## src/design/rsp_regs.svh

```systemverilog
// register offsets, field positions, reset values and timing counts of the pin mux
`ifndef RSP_REGS_SVH
`define RSP_REGS_SVH

// apb address width and register byte offsets
`define RSP_ADDR_W 8
`define RSP_OFF_CTRL 8'h00
`define RSP_OFF_FLAG_DIR 8'h04
`define RSP_OFF_FLAG_OUT 8'h08
`define RSP_OFF_FLAG_IN 8'h0c
`define RSP_OFF_MODE 8'h10
`define RSP_OFF_INT_STAT 8'h14
`define RSP_OFF_INT_MASK 8'h18

// control register fields
`define RSP_CTRL_W 3
`define RSP_CTRL_SP_ALT 0
`define RSP_CTRL_CFG_EDGE 1
`define RSP_CTRL_ALT_EDGE 2

// flag registers: bits 3:0 prog flags, 6:4 interrupt pins, 7 serial flag
`define RSP_FLAG_W 8
`define RSP_FLAG_SER 7

// mode register fields: 3:0 straps, 4 memory mode, 5 capture done
`define RSP_MODE_MEM_BIT 4
`define RSP_MODE_DONE_BIT 5

// interrupt status and mask bit positions
`define RSP_INT_W 5
`define RSP_INT_CFG 0
`define RSP_INT_LVL1 1
`define RSP_INT_EDGE 2
`define RSP_INT_ALT0 3
`define RSP_INT_ALT1 4

// reset values
`define RSP_CTRL_RST 3'h0
`define RSP_FLAG_DIR_RST 8'h00
`define RSP_FLAG_OUT_RST 8'hff
`define RSP_INT_MASK_RST 5'h00

// edges after reset release before strap levels leave the synchroniser
`define RSP_STRAP_SYNC_CYCLES 2'h2

`endif

```

## src/design/rsp_pkg.sv

```systemverilog
// types shared by the pin mux modules
`default_nettype none
package rsp_pkg;
  // strap capture progress
  typedef enum logic {RSP_ST_HOLD, RSP_ST_RUN} rsp_strap_e;
  // memory interface mode, full memory first so it encodes as zero
  typedef enum logic {RSP_MEM_FULL, RSP_MEM_HOST} rsp_mem_mode_e;
  // captured strap levels, mode a in bit 0
  typedef struct packed {
    logic modeD;
    logic modeC;
    logic modeB;
    logic modeA;
  } rsp_straps_s;
endpackage
`default_nettype wire

```

## src/design/rsp_reg_if.sv

```systemverilog
// interface between the register slave and the pin mux core
`timescale 1ns/1ns
`default_nettype none
`include "rsp_regs.svh"
interface rsp_reg_if;
  import rsp_pkg::*;
  logic [`RSP_CTRL_W-1:0] ctrl; // serial alternate and sense selects
  logic [`RSP_FLAG_W-1:0] flagDir; // flag drive enables
  logic [`RSP_FLAG_W-1:0] flagOut; // flag output levels
  logic [`RSP_FLAG_W-1:0] flagIn; // synchronised flag levels
  logic [`RSP_INT_W-1:0] intMask; // interrupt mask
  logic [`RSP_INT_W-1:0] intEvt; // interrupt events, one bit each
  rsp_straps_s straps; // captured straps
  rsp_mem_mode_e memMode; // captured memory mode
  logic strapDone; // straps captured
  modport regs (output ctrl, flagDir, flagOut, intMask,
                input flagIn, intEvt, straps, memMode, strapDone);
  modport core (input ctrl, flagDir, flagOut, intMask,
                output flagIn, intEvt, straps, memMode, strapDone);
endinterface
`default_nettype wire

```

## src/design/rsp_pin_cell.sv

```systemverilog
// pad cell: two-flop input synchroniser and registered drive
`timescale 1ns/1ns
`default_nettype none
module rsp_pin_cell (
  // clock and reset
  input wire logic clk,
  input wire logic rst_b,
  // pad side
  input wire logic padIn,
  output logic padOut,
  output logic padOe,
  // core side
  input wire logic driveEn,
  input wire logic driveVal,
  output logic syncIn
);
  logic meta_reg, meta_next; // first stage, read only by second
  logic sync_reg, sync_next; // second stage
  logic out_reg, out_next; // driven level
  logic oe_reg, oe_next; // drive enable

  // next values
  always_comb begin
    meta_next = padIn;
    sync_next = meta_reg;
    out_next = driveVal;
    oe_next = driveEn;
  end

  // registers; pad stays undriven in reset
  always_ff @(posedge clk or negedge rst_b) begin
    if (!rst_b) begin
      meta_reg <= 1'b0;
      sync_reg <= 1'b0;
      out_reg <= 1'b0;
      oe_reg <= 1'b0;
    end else begin
      meta_reg <= meta_next;
      sync_reg <= sync_next;
      out_reg <= out_next;
      oe_reg <= oe_next;
    end
  end

  assign syncIn = sync_reg;
  assign padOut = out_reg;
  assign padOe = oe_reg;
endmodule
`default_nettype wire

```

## src/design/rsp_apb_regs.sv

```systemverilog
// apb register slave with sticky interrupt status
`timescale 1ns/1ns
`default_nettype none
`include "rsp_regs.svh"
module rsp_apb_regs import rsp_pkg::*; (
  // clock and reset
  input wire logic clk,
  input wire logic rst_b,
  // apb slave
  input wire logic psel,
  input wire logic penable,
  input wire logic pwrite,
  input wire logic [`RSP_ADDR_W-1:0] paddr,
  input wire logic [31:0] pwdata,
  output logic [31:0] prdata,
  output logic pready,
  output logic pslverr,
  // interrupt line
  output logic irq,
  // core side
  rsp_reg_if.regs rif
);
  logic [`RSP_CTRL_W-1:0] ctrl_reg, ctrl_next; // control
  logic [`RSP_FLAG_W-1:0] dir_reg, dir_next; // flag directions
  logic [`RSP_FLAG_W-1:0] fout_reg, fout_next; // flag outputs
  logic [`RSP_INT_W-1:0] stat_reg, stat_next; // sticky status
  logic [`RSP_INT_W-1:0] mask_reg, mask_next; // interrupt mask
  logic [31:0] rdata_reg, rdata_next; // read data
  logic ready_reg, ready_next; // access phase answer
  logic err_reg, err_next; // unmapped address
  logic irq_reg, irq_next; // interrupt line
  logic wrHit; // write completes this edge

  // decode in setup, act at the access edge
  always_comb begin
    ctrl_next = ctrl_reg;
    dir_next = dir_reg;
    fout_next = fout_reg;
    mask_next = mask_reg;
    rdata_next = rdata_reg;
    err_next = err_reg;
    ready_next = 1'b0;
    wrHit = psel && penable && ready_reg && pwrite && !err_reg;
    // hardware set always lands, even beside a clear
    stat_next = stat_reg | rif.intEvt;
    if (psel && !penable) begin
      // read data registered here so it is stable through the access phase
      ready_next = 1'b1;
      err_next = 1'b0;
      rdata_next = 32'h0;
      if (paddr == `RSP_OFF_CTRL) begin
        rdata_next = 32'(ctrl_reg);
      end else if (paddr == `RSP_OFF_FLAG_DIR) begin
        rdata_next = 32'(dir_reg);
      end else if (paddr == `RSP_OFF_FLAG_OUT) begin
        rdata_next = 32'(fout_reg);
      end else if (paddr == `RSP_OFF_FLAG_IN) begin
        rdata_next = 32'(rif.flagIn);
      end else if (paddr == `RSP_OFF_MODE) begin
        rdata_next = 32'({rif.strapDone, rif.memMode, rif.straps});
      end else if (paddr == `RSP_OFF_INT_STAT) begin
        rdata_next = 32'(stat_reg);
      end else if (paddr == `RSP_OFF_INT_MASK) begin
        rdata_next = 32'(mask_reg);
      end else begin
        err_next = 1'b1;
      end
    end
    if (wrHit) begin
      // writes to read-only registers are dropped quietly
      if (paddr == `RSP_OFF_CTRL) begin
        ctrl_next = pwdata[`RSP_CTRL_W-1:0];
      end else if (paddr == `RSP_OFF_FLAG_DIR) begin
        dir_next = pwdata[`RSP_FLAG_W-1:0];
      end else if (paddr == `RSP_OFF_FLAG_OUT) begin
        fout_next = pwdata[`RSP_FLAG_W-1:0];
      end else if (paddr == `RSP_OFF_INT_STAT) begin
        stat_next = (stat_reg & ~pwdata[`RSP_INT_W-1:0]) | rif.intEvt;
      end else if (paddr == `RSP_OFF_INT_MASK) begin
        mask_next = pwdata[`RSP_INT_W-1:0];
      end
    end
    irq_next = |(stat_next & mask_next);
  end

  // registers
  always_ff @(posedge clk or negedge rst_b) begin
    if (!rst_b) begin
      ctrl_reg <= `RSP_CTRL_RST;
      dir_reg <= `RSP_FLAG_DIR_RST;
      fout_reg <= `RSP_FLAG_OUT_RST;
      stat_reg <= 5'h00;
      mask_reg <= `RSP_INT_MASK_RST;
      rdata_reg <= 32'h0;
      ready_reg <= 1'b0;
      err_reg <= 1'b0;
      irq_reg <= 1'b0;
    end else begin
      ctrl_reg <= ctrl_next;
      dir_reg <= dir_next;
      fout_reg <= fout_next;
      stat_reg <= stat_next;
      mask_reg <= mask_next;
      rdata_reg <= rdata_next;
      ready_reg <= ready_next;
      err_reg <= err_next;
      irq_reg <= irq_next;
    end
  end

  assign rif.ctrl = ctrl_reg;
  assign rif.flagDir = dir_reg;
  assign rif.flagOut = fout_reg;
  assign rif.intMask = mask_reg;
  assign prdata = rdata_reg;
  assign pready = ready_reg;
  assign pslverr = err_reg;
  assign irq = irq_reg;
endmodule
`default_nettype wire

```

## src/design/rsp_pin_mux.sv

```systemverilog
// reset strap capture and function select for multiplexed pins
// What this block does
// straps sampled at reset, then flag pins
// memory mode fixed until next reset
// strap zero full memory, one host
// full enables byte dma, host enables host port
// shared pins carry only the selected signal
// bus pins at reset, serial pins anytime
// interrupt pins work as flags simultaneously
// configurable, level and edge interrupt sensing
// serial port becomes interrupts and flags
// reconfigurable pins start in primary function
`timescale 1ns/1ns
`default_nettype none
`include "rsp_regs.svh"
module rsp_pin_mux import rsp_pkg::*; #(
  parameter int SHARED_W = 4
) (
  // clock and reset
  input wire logic clk,
  input wire logic rst_b,
  // apb register bus
  input wire logic psel,
  input wire logic penable,
  input wire logic pwrite,
  input wire logic [`RSP_ADDR_W-1:0] paddr,
  input wire logic [31:0] pwdata,
  output logic [31:0] prdata,
  output logic pready,
  output logic pslverr,
  // interrupt to the processor
  output logic irq,
  // mode straps and programmable flag pins
  input wire logic [3:0] progFlagIn,
  output logic [3:0] progFlagOut,
  output logic [3:0] progFlagOe,
  // interrupt and flag pins, asserted low
  input wire logic extIntConfigurableIn,
  output logic extIntConfigurableOut,
  output logic extIntConfigurableOe,
  input wire logic extIntLevelOneIn,
  output logic extIntLevelOneOut,
  output logic extIntLevelOneOe,
  input wire logic extIntEdgeIn,
  output logic extIntEdgeOut,
  output logic extIntEdgeOe,
  // second serial port pins: rx data, tx data, rx frame, tx frame
  input wire logic [3:0] serPinIn,
  output logic [3:0] serPinOut,
  output logic [3:0] serPinOe,
  // serial clock
  input wire logic serialClkInt,
  output logic serialClkOut,
  // serial port core side
  input wire logic spTxData,
  input wire logic spTxOe,
  input wire logic spRfsOut,
  input wire logic spRfsOe,
  input wire logic spTfsOut,
  input wire logic spTfsOe,
  output logic spRxData,
  output logic spRfsIn,
  output logic spTfsIn,
  // shared memory interface pins
  input wire logic [SHARED_W-1:0] sharedPinIn,
  output logic [SHARED_W-1:0] sharedPinOut,
  output logic [SHARED_W-1:0] sharedPinOe,
  // memory and host port core side
  input wire logic [SHARED_W-1:0] memAddr,
  input wire logic [SHARED_W-1:0] hostAdOut,
  input wire logic [SHARED_W-1:0] hostAdOe,
  output logic [SHARED_W-1:0] hostAdIn,
  // mode status
  output logic byteDmaEn,
  output logic hostPortEn,
  output logic fullAddrEn
);
  // pin indices inside the pad vectors
  localparam int PIN_CFG = 4;
  localparam int PIN_LVL1 = 5;
  localparam int PIN_EDGE = 6;
  localparam int PIN_SDR = 7;
  localparam int PIN_SDT = 8;
  localparam int PIN_RFS = 9;
  localparam int PIN_TFS = 10;
  localparam int PIN_SH = 11;
  localparam int NPIN = PIN_SH + SHARED_W;

  logic [NPIN-1:0] padIn; // raw pad levels
  logic [NPIN-1:0] padOut; // registered drive levels
  logic [NPIN-1:0] padOe; // registered drive enables
  logic [NPIN-1:0] syncIn; // synchronised pad levels
  logic [NPIN-1:0] driveEn; // requested drive enables
  logic [NPIN-1:0] driveVal; // requested drive levels

  rsp_reg_if rif ();

  // register slave
  rsp_apb_regs u_regs (
    .clk(clk),
    .rst_b(rst_b),
    .psel(psel),
    .penable(penable),
    .pwrite(pwrite),
    .paddr(paddr),
    .pwdata(pwdata),
    .prdata(prdata),
    .pready(pready),
    .pslverr(pslverr),
    .irq(irq),
    .rif(rif.regs)
  );

  // one pad cell per multiplexed pin
  assign padIn = {sharedPinIn, serPinIn, extIntEdgeIn, extIntLevelOneIn,
                  extIntConfigurableIn, progFlagIn};
  for (genvar gi = 0; gi < NPIN; gi++) begin : g_pad
    rsp_pin_cell u_cell (
      .clk(clk),
      .rst_b(rst_b),
      .padIn(padIn[gi]),
      .padOut(padOut[gi]),
      .padOe(padOe[gi]),
      .driveEn(driveEn[gi]),
      .driveVal(driveVal[gi]),
      .syncIn(syncIn[gi])
    );
  end

  // pad outputs straight from the cell flops
  assign progFlagOut = padOut[3:0];
  assign progFlagOe = padOe[3:0];
  assign extIntConfigurableOut = padOut[PIN_CFG];
  assign extIntConfigurableOe = padOe[PIN_CFG];
  assign extIntLevelOneOut = padOut[PIN_LVL1];
  assign extIntLevelOneOe = padOe[PIN_LVL1];
  assign extIntEdgeOut = padOut[PIN_EDGE];
  assign extIntEdgeOe = padOe[PIN_EDGE];
  assign serPinOut = padOut[PIN_TFS:PIN_SDR];
  assign serPinOe = padOe[PIN_TFS:PIN_SDR];
  assign sharedPinOut = padOut[NPIN-1:PIN_SH];
  assign sharedPinOe = padOe[NPIN-1:PIN_SH];

  // strap capture state
  rsp_strap_e state_reg, state_next; // hold until straps taken
  logic [1:0] cnt_reg, cnt_next; // synchroniser settle count
  rsp_straps_s straps_reg, straps_next; // captured straps
  rsp_mem_mode_e memMode_reg, memMode_next; // captured memory mode
  logic run; // straps captured, normal operation
  logic spAlt; // serial pins in system-control use

  assign run = (state_reg == RSP_ST_RUN);
  assign spAlt = rif.ctrl[`RSP_CTRL_SP_ALT];

  // capture the levels that stood on the straps while reset was held
  always_comb begin
    state_next = state_reg;
    cnt_next = cnt_reg;
    straps_next = straps_reg;
    memMode_next = memMode_reg;
    case (state_reg)
      RSP_ST_HOLD: begin
        // wait for the reset-time level to clear both synchroniser stages
        if (cnt_reg == `RSP_STRAP_SYNC_CYCLES) begin
          straps_next = rsp_straps_s'(syncIn[3:0]);
          memMode_next = syncIn[2] ? RSP_MEM_HOST : RSP_MEM_FULL;
          state_next = RSP_ST_RUN;
        end else begin
          cnt_next = cnt_reg + 2'h1;
        end
      end
      // no way back: only a new reset may change the mode
      RSP_ST_RUN: begin
        state_next = RSP_ST_RUN;
      end
      default: begin
        state_next = RSP_ST_HOLD;
      end
    endcase
  end

  // strap registers
  always_ff @(posedge clk or negedge rst_b) begin
    if (!rst_b) begin
      state_reg <= RSP_ST_HOLD;
      cnt_reg <= 2'h0;
      straps_reg <= 4'h0;
      memMode_reg <= RSP_MEM_FULL;
    end else begin
      state_reg <= state_next;
      cnt_reg <= cnt_next;
      straps_reg <= straps_next;
      memMode_reg <= memMode_next;
    end
  end

  assign rif.straps = straps_reg;
  assign rif.memMode = memMode_reg;
  assign rif.strapDone = run;
  // bit 7 reads the input flag only while the serial pins are in flag use
  assign rif.flagIn = {spAlt & syncIn[PIN_SDR], syncIn[PIN_EDGE:0]};

  // pad drive selection
  always_comb begin
    driveEn = '0;
    driveVal = '0;
    // straps stay undriven until captured, then plain flags
    driveEn[PIN_EDGE:0] = run ? rif.flagDir[PIN_EDGE:0] : 7'h00;
    // interrupt pins may be driven as flags and still interrupt
    driveVal[PIN_EDGE:0] = rif.flagOut[PIN_EDGE:0];
    // serial pins follow the control bit at any time
    if (spAlt) begin
      driveEn[PIN_SDT] = 1'b1;
      driveVal[PIN_SDT] = rif.flagOut[`RSP_FLAG_SER];
    end else begin
      driveEn[PIN_SDT] = spTxOe;
      driveVal[PIN_SDT] = spTxData;
      driveEn[PIN_RFS] = spRfsOe;
      driveVal[PIN_RFS] = spRfsOut;
      driveEn[PIN_TFS] = spTfsOe;
      driveVal[PIN_TFS] = spTfsOut;
    end
    // shared pins carry the signal of the captured mode only
    if (run && memMode_reg == RSP_MEM_FULL) begin
      driveEn[NPIN-1:PIN_SH] = '1;
      driveVal[NPIN-1:PIN_SH] = memAddr;
    end else if (run) begin
      driveEn[NPIN-1:PIN_SH] = hostAdOe;
      driveVal[NPIN-1:PIN_SH] = hostAdOut;
    end
  end

  // core side registers
  logic byteDma_reg, byteDma_next; // byte dma enable
  logic hostPort_reg, hostPort_next; // host port enable
  logic fullAddr_reg, fullAddr_next; // full external addressing
  logic rxData_reg, rxData_next; // serial rx data to core
  logic rfs_reg, rfs_next; // rx frame to core
  logic tfs_reg, tfs_next; // tx frame to core
  logic sclk_reg, sclk_next; // serial clock out
  logic [SHARED_W-1:0] hostAd_reg, hostAd_next; // host port input

  // steer inputs to the core; the unused function sees an idle zero
  always_comb begin
    byteDma_next = run && (memMode_reg == RSP_MEM_FULL);
    fullAddr_next = run && (memMode_reg == RSP_MEM_FULL);
    hostPort_next = run && (memMode_reg == RSP_MEM_HOST);
    hostAd_next = (run && memMode_reg == RSP_MEM_HOST) ? syncIn[NPIN-1:PIN_SH] : '0;
    rxData_next = spAlt ? 1'b0 : syncIn[PIN_SDR];
    rfs_next = spAlt ? 1'b0 : syncIn[PIN_RFS];
    tfs_next = spAlt ? 1'b0 : syncIn[PIN_TFS];
    // internal serial clock stays usable in either configuration
    sclk_next = serialClkInt;
  end

  // core side register bank
  always_ff @(posedge clk or negedge rst_b) begin
    if (!rst_b) begin
      byteDma_reg <= 1'b0;
      hostPort_reg <= 1'b0;
      fullAddr_reg <= 1'b0;
      hostAd_reg <= '0;
      rxData_reg <= 1'b0;
      rfs_reg <= 1'b0;
      tfs_reg <= 1'b0;
      sclk_reg <= 1'b0;
    end else begin
      byteDma_reg <= byteDma_next;
      hostPort_reg <= hostPort_next;
      fullAddr_reg <= fullAddr_next;
      hostAd_reg <= hostAd_next;
      rxData_reg <= rxData_next;
      rfs_reg <= rfs_next;
      tfs_reg <= tfs_next;
      sclk_reg <= sclk_next;
    end
  end

  assign byteDmaEn = byteDma_reg;
  assign hostPortEn = hostPort_reg;
  assign fullAddrEn = fullAddr_reg;
  assign hostAdIn = hostAd_reg;
  assign spRxData = rxData_reg;
  assign spRfsIn = rfs_reg;
  assign spTfsIn = tfs_reg;
  assign serialClkOut = sclk_reg;

  // interrupt sensing
  logic [`RSP_INT_W-1:0] lvl; // request asserted (pin low) per source
  logic [`RSP_INT_W-1:0] rise; // newly asserted this cycle
  logic [`RSP_INT_W-1:0] evt; // events to the status register
  logic [`RSP_INT_W-1:0] prev_reg, prev_next; // last cycle's requests

  // a driven pin is judged by what we drive, else by what arrives
  function automatic logic pinLow(input logic oe, input logic val, input logic syn);
    pinLow = oe ? !val : !syn;
  endfunction

  always_comb begin
    lvl[`RSP_INT_CFG] = pinLow(padOe[PIN_CFG], padOut[PIN_CFG], syncIn[PIN_CFG]);
    lvl[`RSP_INT_LVL1] = pinLow(padOe[PIN_LVL1], padOut[PIN_LVL1], syncIn[PIN_LVL1]);
    lvl[`RSP_INT_EDGE] = pinLow(padOe[PIN_EDGE], padOut[PIN_EDGE], syncIn[PIN_EDGE]);
    lvl[`RSP_INT_ALT0] = spAlt && !syncIn[PIN_RFS];
    lvl[`RSP_INT_ALT1] = spAlt && !syncIn[PIN_TFS];
    rise = lvl & ~prev_reg;
    prev_next = lvl;
    // no events before the straps settle, the pins are still straps then
    evt = '0;
    if (run) begin
      evt[`RSP_INT_CFG] = rif.ctrl[`RSP_CTRL_CFG_EDGE] ? rise[`RSP_INT_CFG]
                                                      : lvl[`RSP_INT_CFG];
      evt[`RSP_INT_LVL1] = lvl[`RSP_INT_LVL1];
      evt[`RSP_INT_EDGE] = rise[`RSP_INT_EDGE];
      evt[`RSP_INT_ALT0] = rif.ctrl[`RSP_CTRL_ALT_EDGE] ? rise[`RSP_INT_ALT0]
                                                       : lvl[`RSP_INT_ALT0];
      evt[`RSP_INT_ALT1] = rif.ctrl[`RSP_CTRL_ALT_EDGE] ? rise[`RSP_INT_ALT1]
                                                       : lvl[`RSP_INT_ALT1];
    end
  end

  // previous request levels
  always_ff @(posedge clk or negedge rst_b) begin
    if (!rst_b) begin
      prev_reg <= 5'h00;
    end else begin
      prev_reg <= prev_next;
    end
  end

  assign rif.intEvt = evt;
endmodule
`default_nettype wire

```

## config.mk

```make
export PLATFORM = sky130hd
export DESIGN_NAME = rsp_pin_mux
export DESIGN_NICKNAME = d
export VERILOG_FILES = /design/src/design/rsp_pkg.sv /design/src/design/rsp_reg_if.sv /design/src/design/rsp_pin_cell.sv /design/src/design/rsp_apb_regs.sv /design/src/design/rsp_pin_mux.sv
export VERILOG_INCLUDE_DIRS = /design/src /design/src/design
export SDC_FILE = /design/constraint.sdc
export NUM_CORES = 1
export LEC_CHECK = 0
export BUFFER_PORTS_ARGS = -buffer_cell sky130_fd_sc_hd__buf_2
export CORE_MARGIN = 3
export CORE_UTILIZATION = 35
export DETAILED_ROUTE_END_ITERATION = 6
export MAX_ROUTING_LAYER = met4
export PLACE_DENSITY_LB_ADDON = 0.05
export RECOVER_POWER = 100
export SYNTH_ARGS = -nofsm -noshare
export SYNTH_HDL_FRONTEND = slang
export SYNTH_SLANG_ARGS = --single-unit
```

## constraint.sdc

```tcl
create_clock -name clk -period 3.8 [get_ports clk]
set_input_delay 0.76 -clock clk [delete_from_list [all_inputs] [get_ports clk]]
set_output_delay 0.76 -clock clk [all_outputs]
set_load 0.01 [all_outputs]
```

==> qor.csv <==
metric,value,unit
status,"complete, but fails checks",
failing checks,"max-capacitance violations, max-slew violations",
final instance area,5640,um^2
drt total wl,10.1,mm
clk buf depth,2,
Buf/Inv on CP,1,
Setup TNS,0,ps
Stages on worst setup path,7,
vias per std cell,4.48,
unrepaired setup endpoints after global routing,no,
Startpoint Class,input pin,
CTS HTree Levels,4,
grt total ovfl,0,
die area,15000,um^2
Tot GR Track Use,0.148,
Die Ht,123,um
cts repair resizes,0,
switching portion of total power,0.213,
vias in the first global route,2947,
cell mode on critical path,nand2_2,
setup bufs post-CTS,0,
Static Leak,2.64,nW
Max Slew Vio Count,85,
post-synthesis cell type count,48,
gpl congestion,0.814,
DRC,0,
met3 wire len,639,um
Root Driver,clkbuf_16,
initial core utilization,0.368,
"Hold-fix buffers, CTS",0,
Arrival @ worst endpoint,3200,ps
Syn Inst Count,371,
final setup fails,0,
Synth warnings,0,
crit path time final,2900,ps
CP Max Fanout,9,
DRT antenna net count,0,
"Seq/Total Area, Yosys",0.618,
register-to-register setup slack,1460,ps
clk slew on worst S/H paths,50,ps
reg-to-reg startpoint,u_regs.pslverr,
final hold vios,0,
nets@finish,536,
met1 WL,4.47,mm
crit path from,paddr[4],
drt first pass iters,4,
TritonCTS buffer count,17,
max incr delay on CP,630,ps
crit-path cells,buf_2 > nor4_1 > nand2_2 > nor2_1 > nand2_2 > nor3_4 > mux2_2,
area of the multi-input gates,1420,um^2
Crit path required time,4090,ps
row count,41,
initial antenna violation count,0,
worst vdd ir,0.000271,V
DP HPWL,7.08,mm
slew margin rel.,-0.357,
"Slowest-stage cell, CP",nor4_1,
crit path capture,u_regs.rif.flagDir[5],
routed wire length per instance,15.8,um
vias after detailed routing,2873,
Post-DP Area,5170,um^2
clock sink count,117,
uppermost layer routed,met4,
die width,123,um
critical path capture point type,register,
worst r2r dst,u_regs.irq,
period utilization,0.764,
Synth Cell Area,4760,um^2
max cap viols,1,
I/O pin total,155,
Clock Skew,9.53,ps
share of layout cells above drive strength 1,0.247,
Worst Tran Pin Value,2040,ps
Cells on Worst Hold Path,0,
Internal,2.35,mW
FF/Latch Area,2940,um^2
first-pass GRT wire length,15.9,mm
Gate power share,0.049,
CTS tree,built,
synthesized flop and latch total,117,
met2 routed WL,4.90,mm
Sequential Power Share,0.435,
diode count,0,
switching pwr,0.637,mW
Top Family by Delay on Critical Path,simple AND/OR/NAND/NOR gates,
critical path type,input pin to register,
Clock power frac,0.516,
final core utilization,0.436,
Core ar.,12900,um^2
max frequency,344,MHz
worst min path class,register to register,
power density over cell area,531,nW/um^2
Filler cells,1266,
Mapped Avg Cell Area,12.8,um^2
Iter 0 DRT Violations,166,
Pwr Total,2.99,mW
Buffers on Ports,103,
Reg2Reg Depth,6,
pin count of the biggest net entering global routing,85,
synth-to-layout area growth,18.5,%
clock latency on the worst-skew pair,410,ps
synth_stat cells (all sizes together):
library cell	count	area [um^2]
a211o	1	8.76
a211oi	4	30.0
a21boi	4	30.0
a21o	2	15.0
a21oi	10	50.1
a221o	2	20.0
a221oi	1	8.76
a222oi	1	10.0
a22o	1	8.76
a22oi	2	15.0
a31oi	4	25.0
a32o	1	10.0
a32oi	1	8.76
and2	9	56.3
and3	6	37.5
and4	1	8.76
buf	54	394
clkbuf	11	41.3
conb	1	3.75
dfrtp	109	2730
dfstp	8	210
ha	1	12.5
inv	8	30.0
mux2	34	383
mux2i	12	120
nand2	21	83.8
nand2b	3	26.3
nand3	6	30.0
nor2	6	32.5
nor2b	21	131
nor3	6	46.3
nor4	1	21.3
nor4b	1	15.0
o21ai	11	55.1
o22ai	2	12.5
o31ai	1	7.51
o41ai	1	8.76
or2	2	12.5
xnor2	1	8.76
logic make-up (layout without fill, tap and decap cells):
logic type      Yosys count  in the layout  share of synthesized area
flops                   117            117                      0.618
simple gates             83             83                      0.105
buf+inv                  73            146                     0.0978
compound gates           49             49                     0.0681
mux                      46             46                      0.106
fa+ha+maj                 1              1                    0.00263
other cells               1             26                   0.000788
xor+xnor                  1              1                    0.00184
per-layer routing:
metal	GRT usage	up-vias
li1	-	1376
met2	0.221	98
met5	-	-
met3	0.0535	12
met1	0.184	1387
met4	0.0567	0
worst register-to-register path: stages (launching register included):
cell and delay (ps):
dfrtp_1 390, nand2b_4 170, nor4b_1 590, nand2_1 250, a221o_1 410, a222oi_1 270
nand2_1 130
final cells by class:
class | instances | share of cell area
clock buffer | 20 | 0.0775
inverter | 8 | 0.00533
clock inverter | 12 | 0.0244
tap | 172 | 0.0382
timing repair buffer | 106 | 0.0819
multi-input combinational | 206 | 0.251
sequential | 117 | 0.521
per-stage QoR:
step,hold WS [ps],setup WS (ps),cells
3_5_place_dp,335,936,609
4_1_cts,347,1370,641
6_report,345,895,641
5_1_grt,353,616,641
3_3_place_gp,333,937,609
2_1_floorplan,331,1380,396
power by group through the flow:
stage          sequential (mW)  clock [mW]  combinational, mW
2_1_floorplan             1.32           0              0.102
3_3_place_gp              1.32           0              0.159
3_5_place_dp              1.32           0              0.160
4_1_cts                   1.30        1.59              0.160
5_1_grt                   1.31        1.66              0.168
6_report                  1.30        1.54              0.147
placed cells by master, fill, tap and decap left out, drive strengths merged, types with 2 or more instances in the layout:
cell and count:
dfrtp 109, clkbuf 76, buf 50, mux2 34, conb 26, nor2b 21, nand2 21, mux2i 12
o21ai 11, a21oi 10, and2 9, inv 8, clkinv 8, dfstp 8, nor2 6, nand3 6
and3 6, nor3 6, a211oi 4, a21boi 4, a31oi 4, bufinv 3, nand2b 3, a221o 2
a21o 2, a22oi 2, or2 2, o22ai 2
how the worst min path moves through the flow:
stage                                   end                       from
finish              g_pad[11].u_cell.syncIn  g_pad[11].u_cell.meta_reg
detailed placement   g_pad[3].u_cell.syncIn   g_pad[3].u_cell.meta_reg
CTS                  g_pad[6].u_cell.syncIn   g_pad[6].u_cell.meta_reg
global route        g_pad[10].u_cell.syncIn  g_pad[10].u_cell.meta_reg
floorplan            g_pad[0].u_cell.syncIn   g_pad[0].u_cell.meta_reg
global placement    g_pad[11].u_cell.syncIn  g_pad[11].u_cell.meta_reg
(Power assumes the default switching activity.)
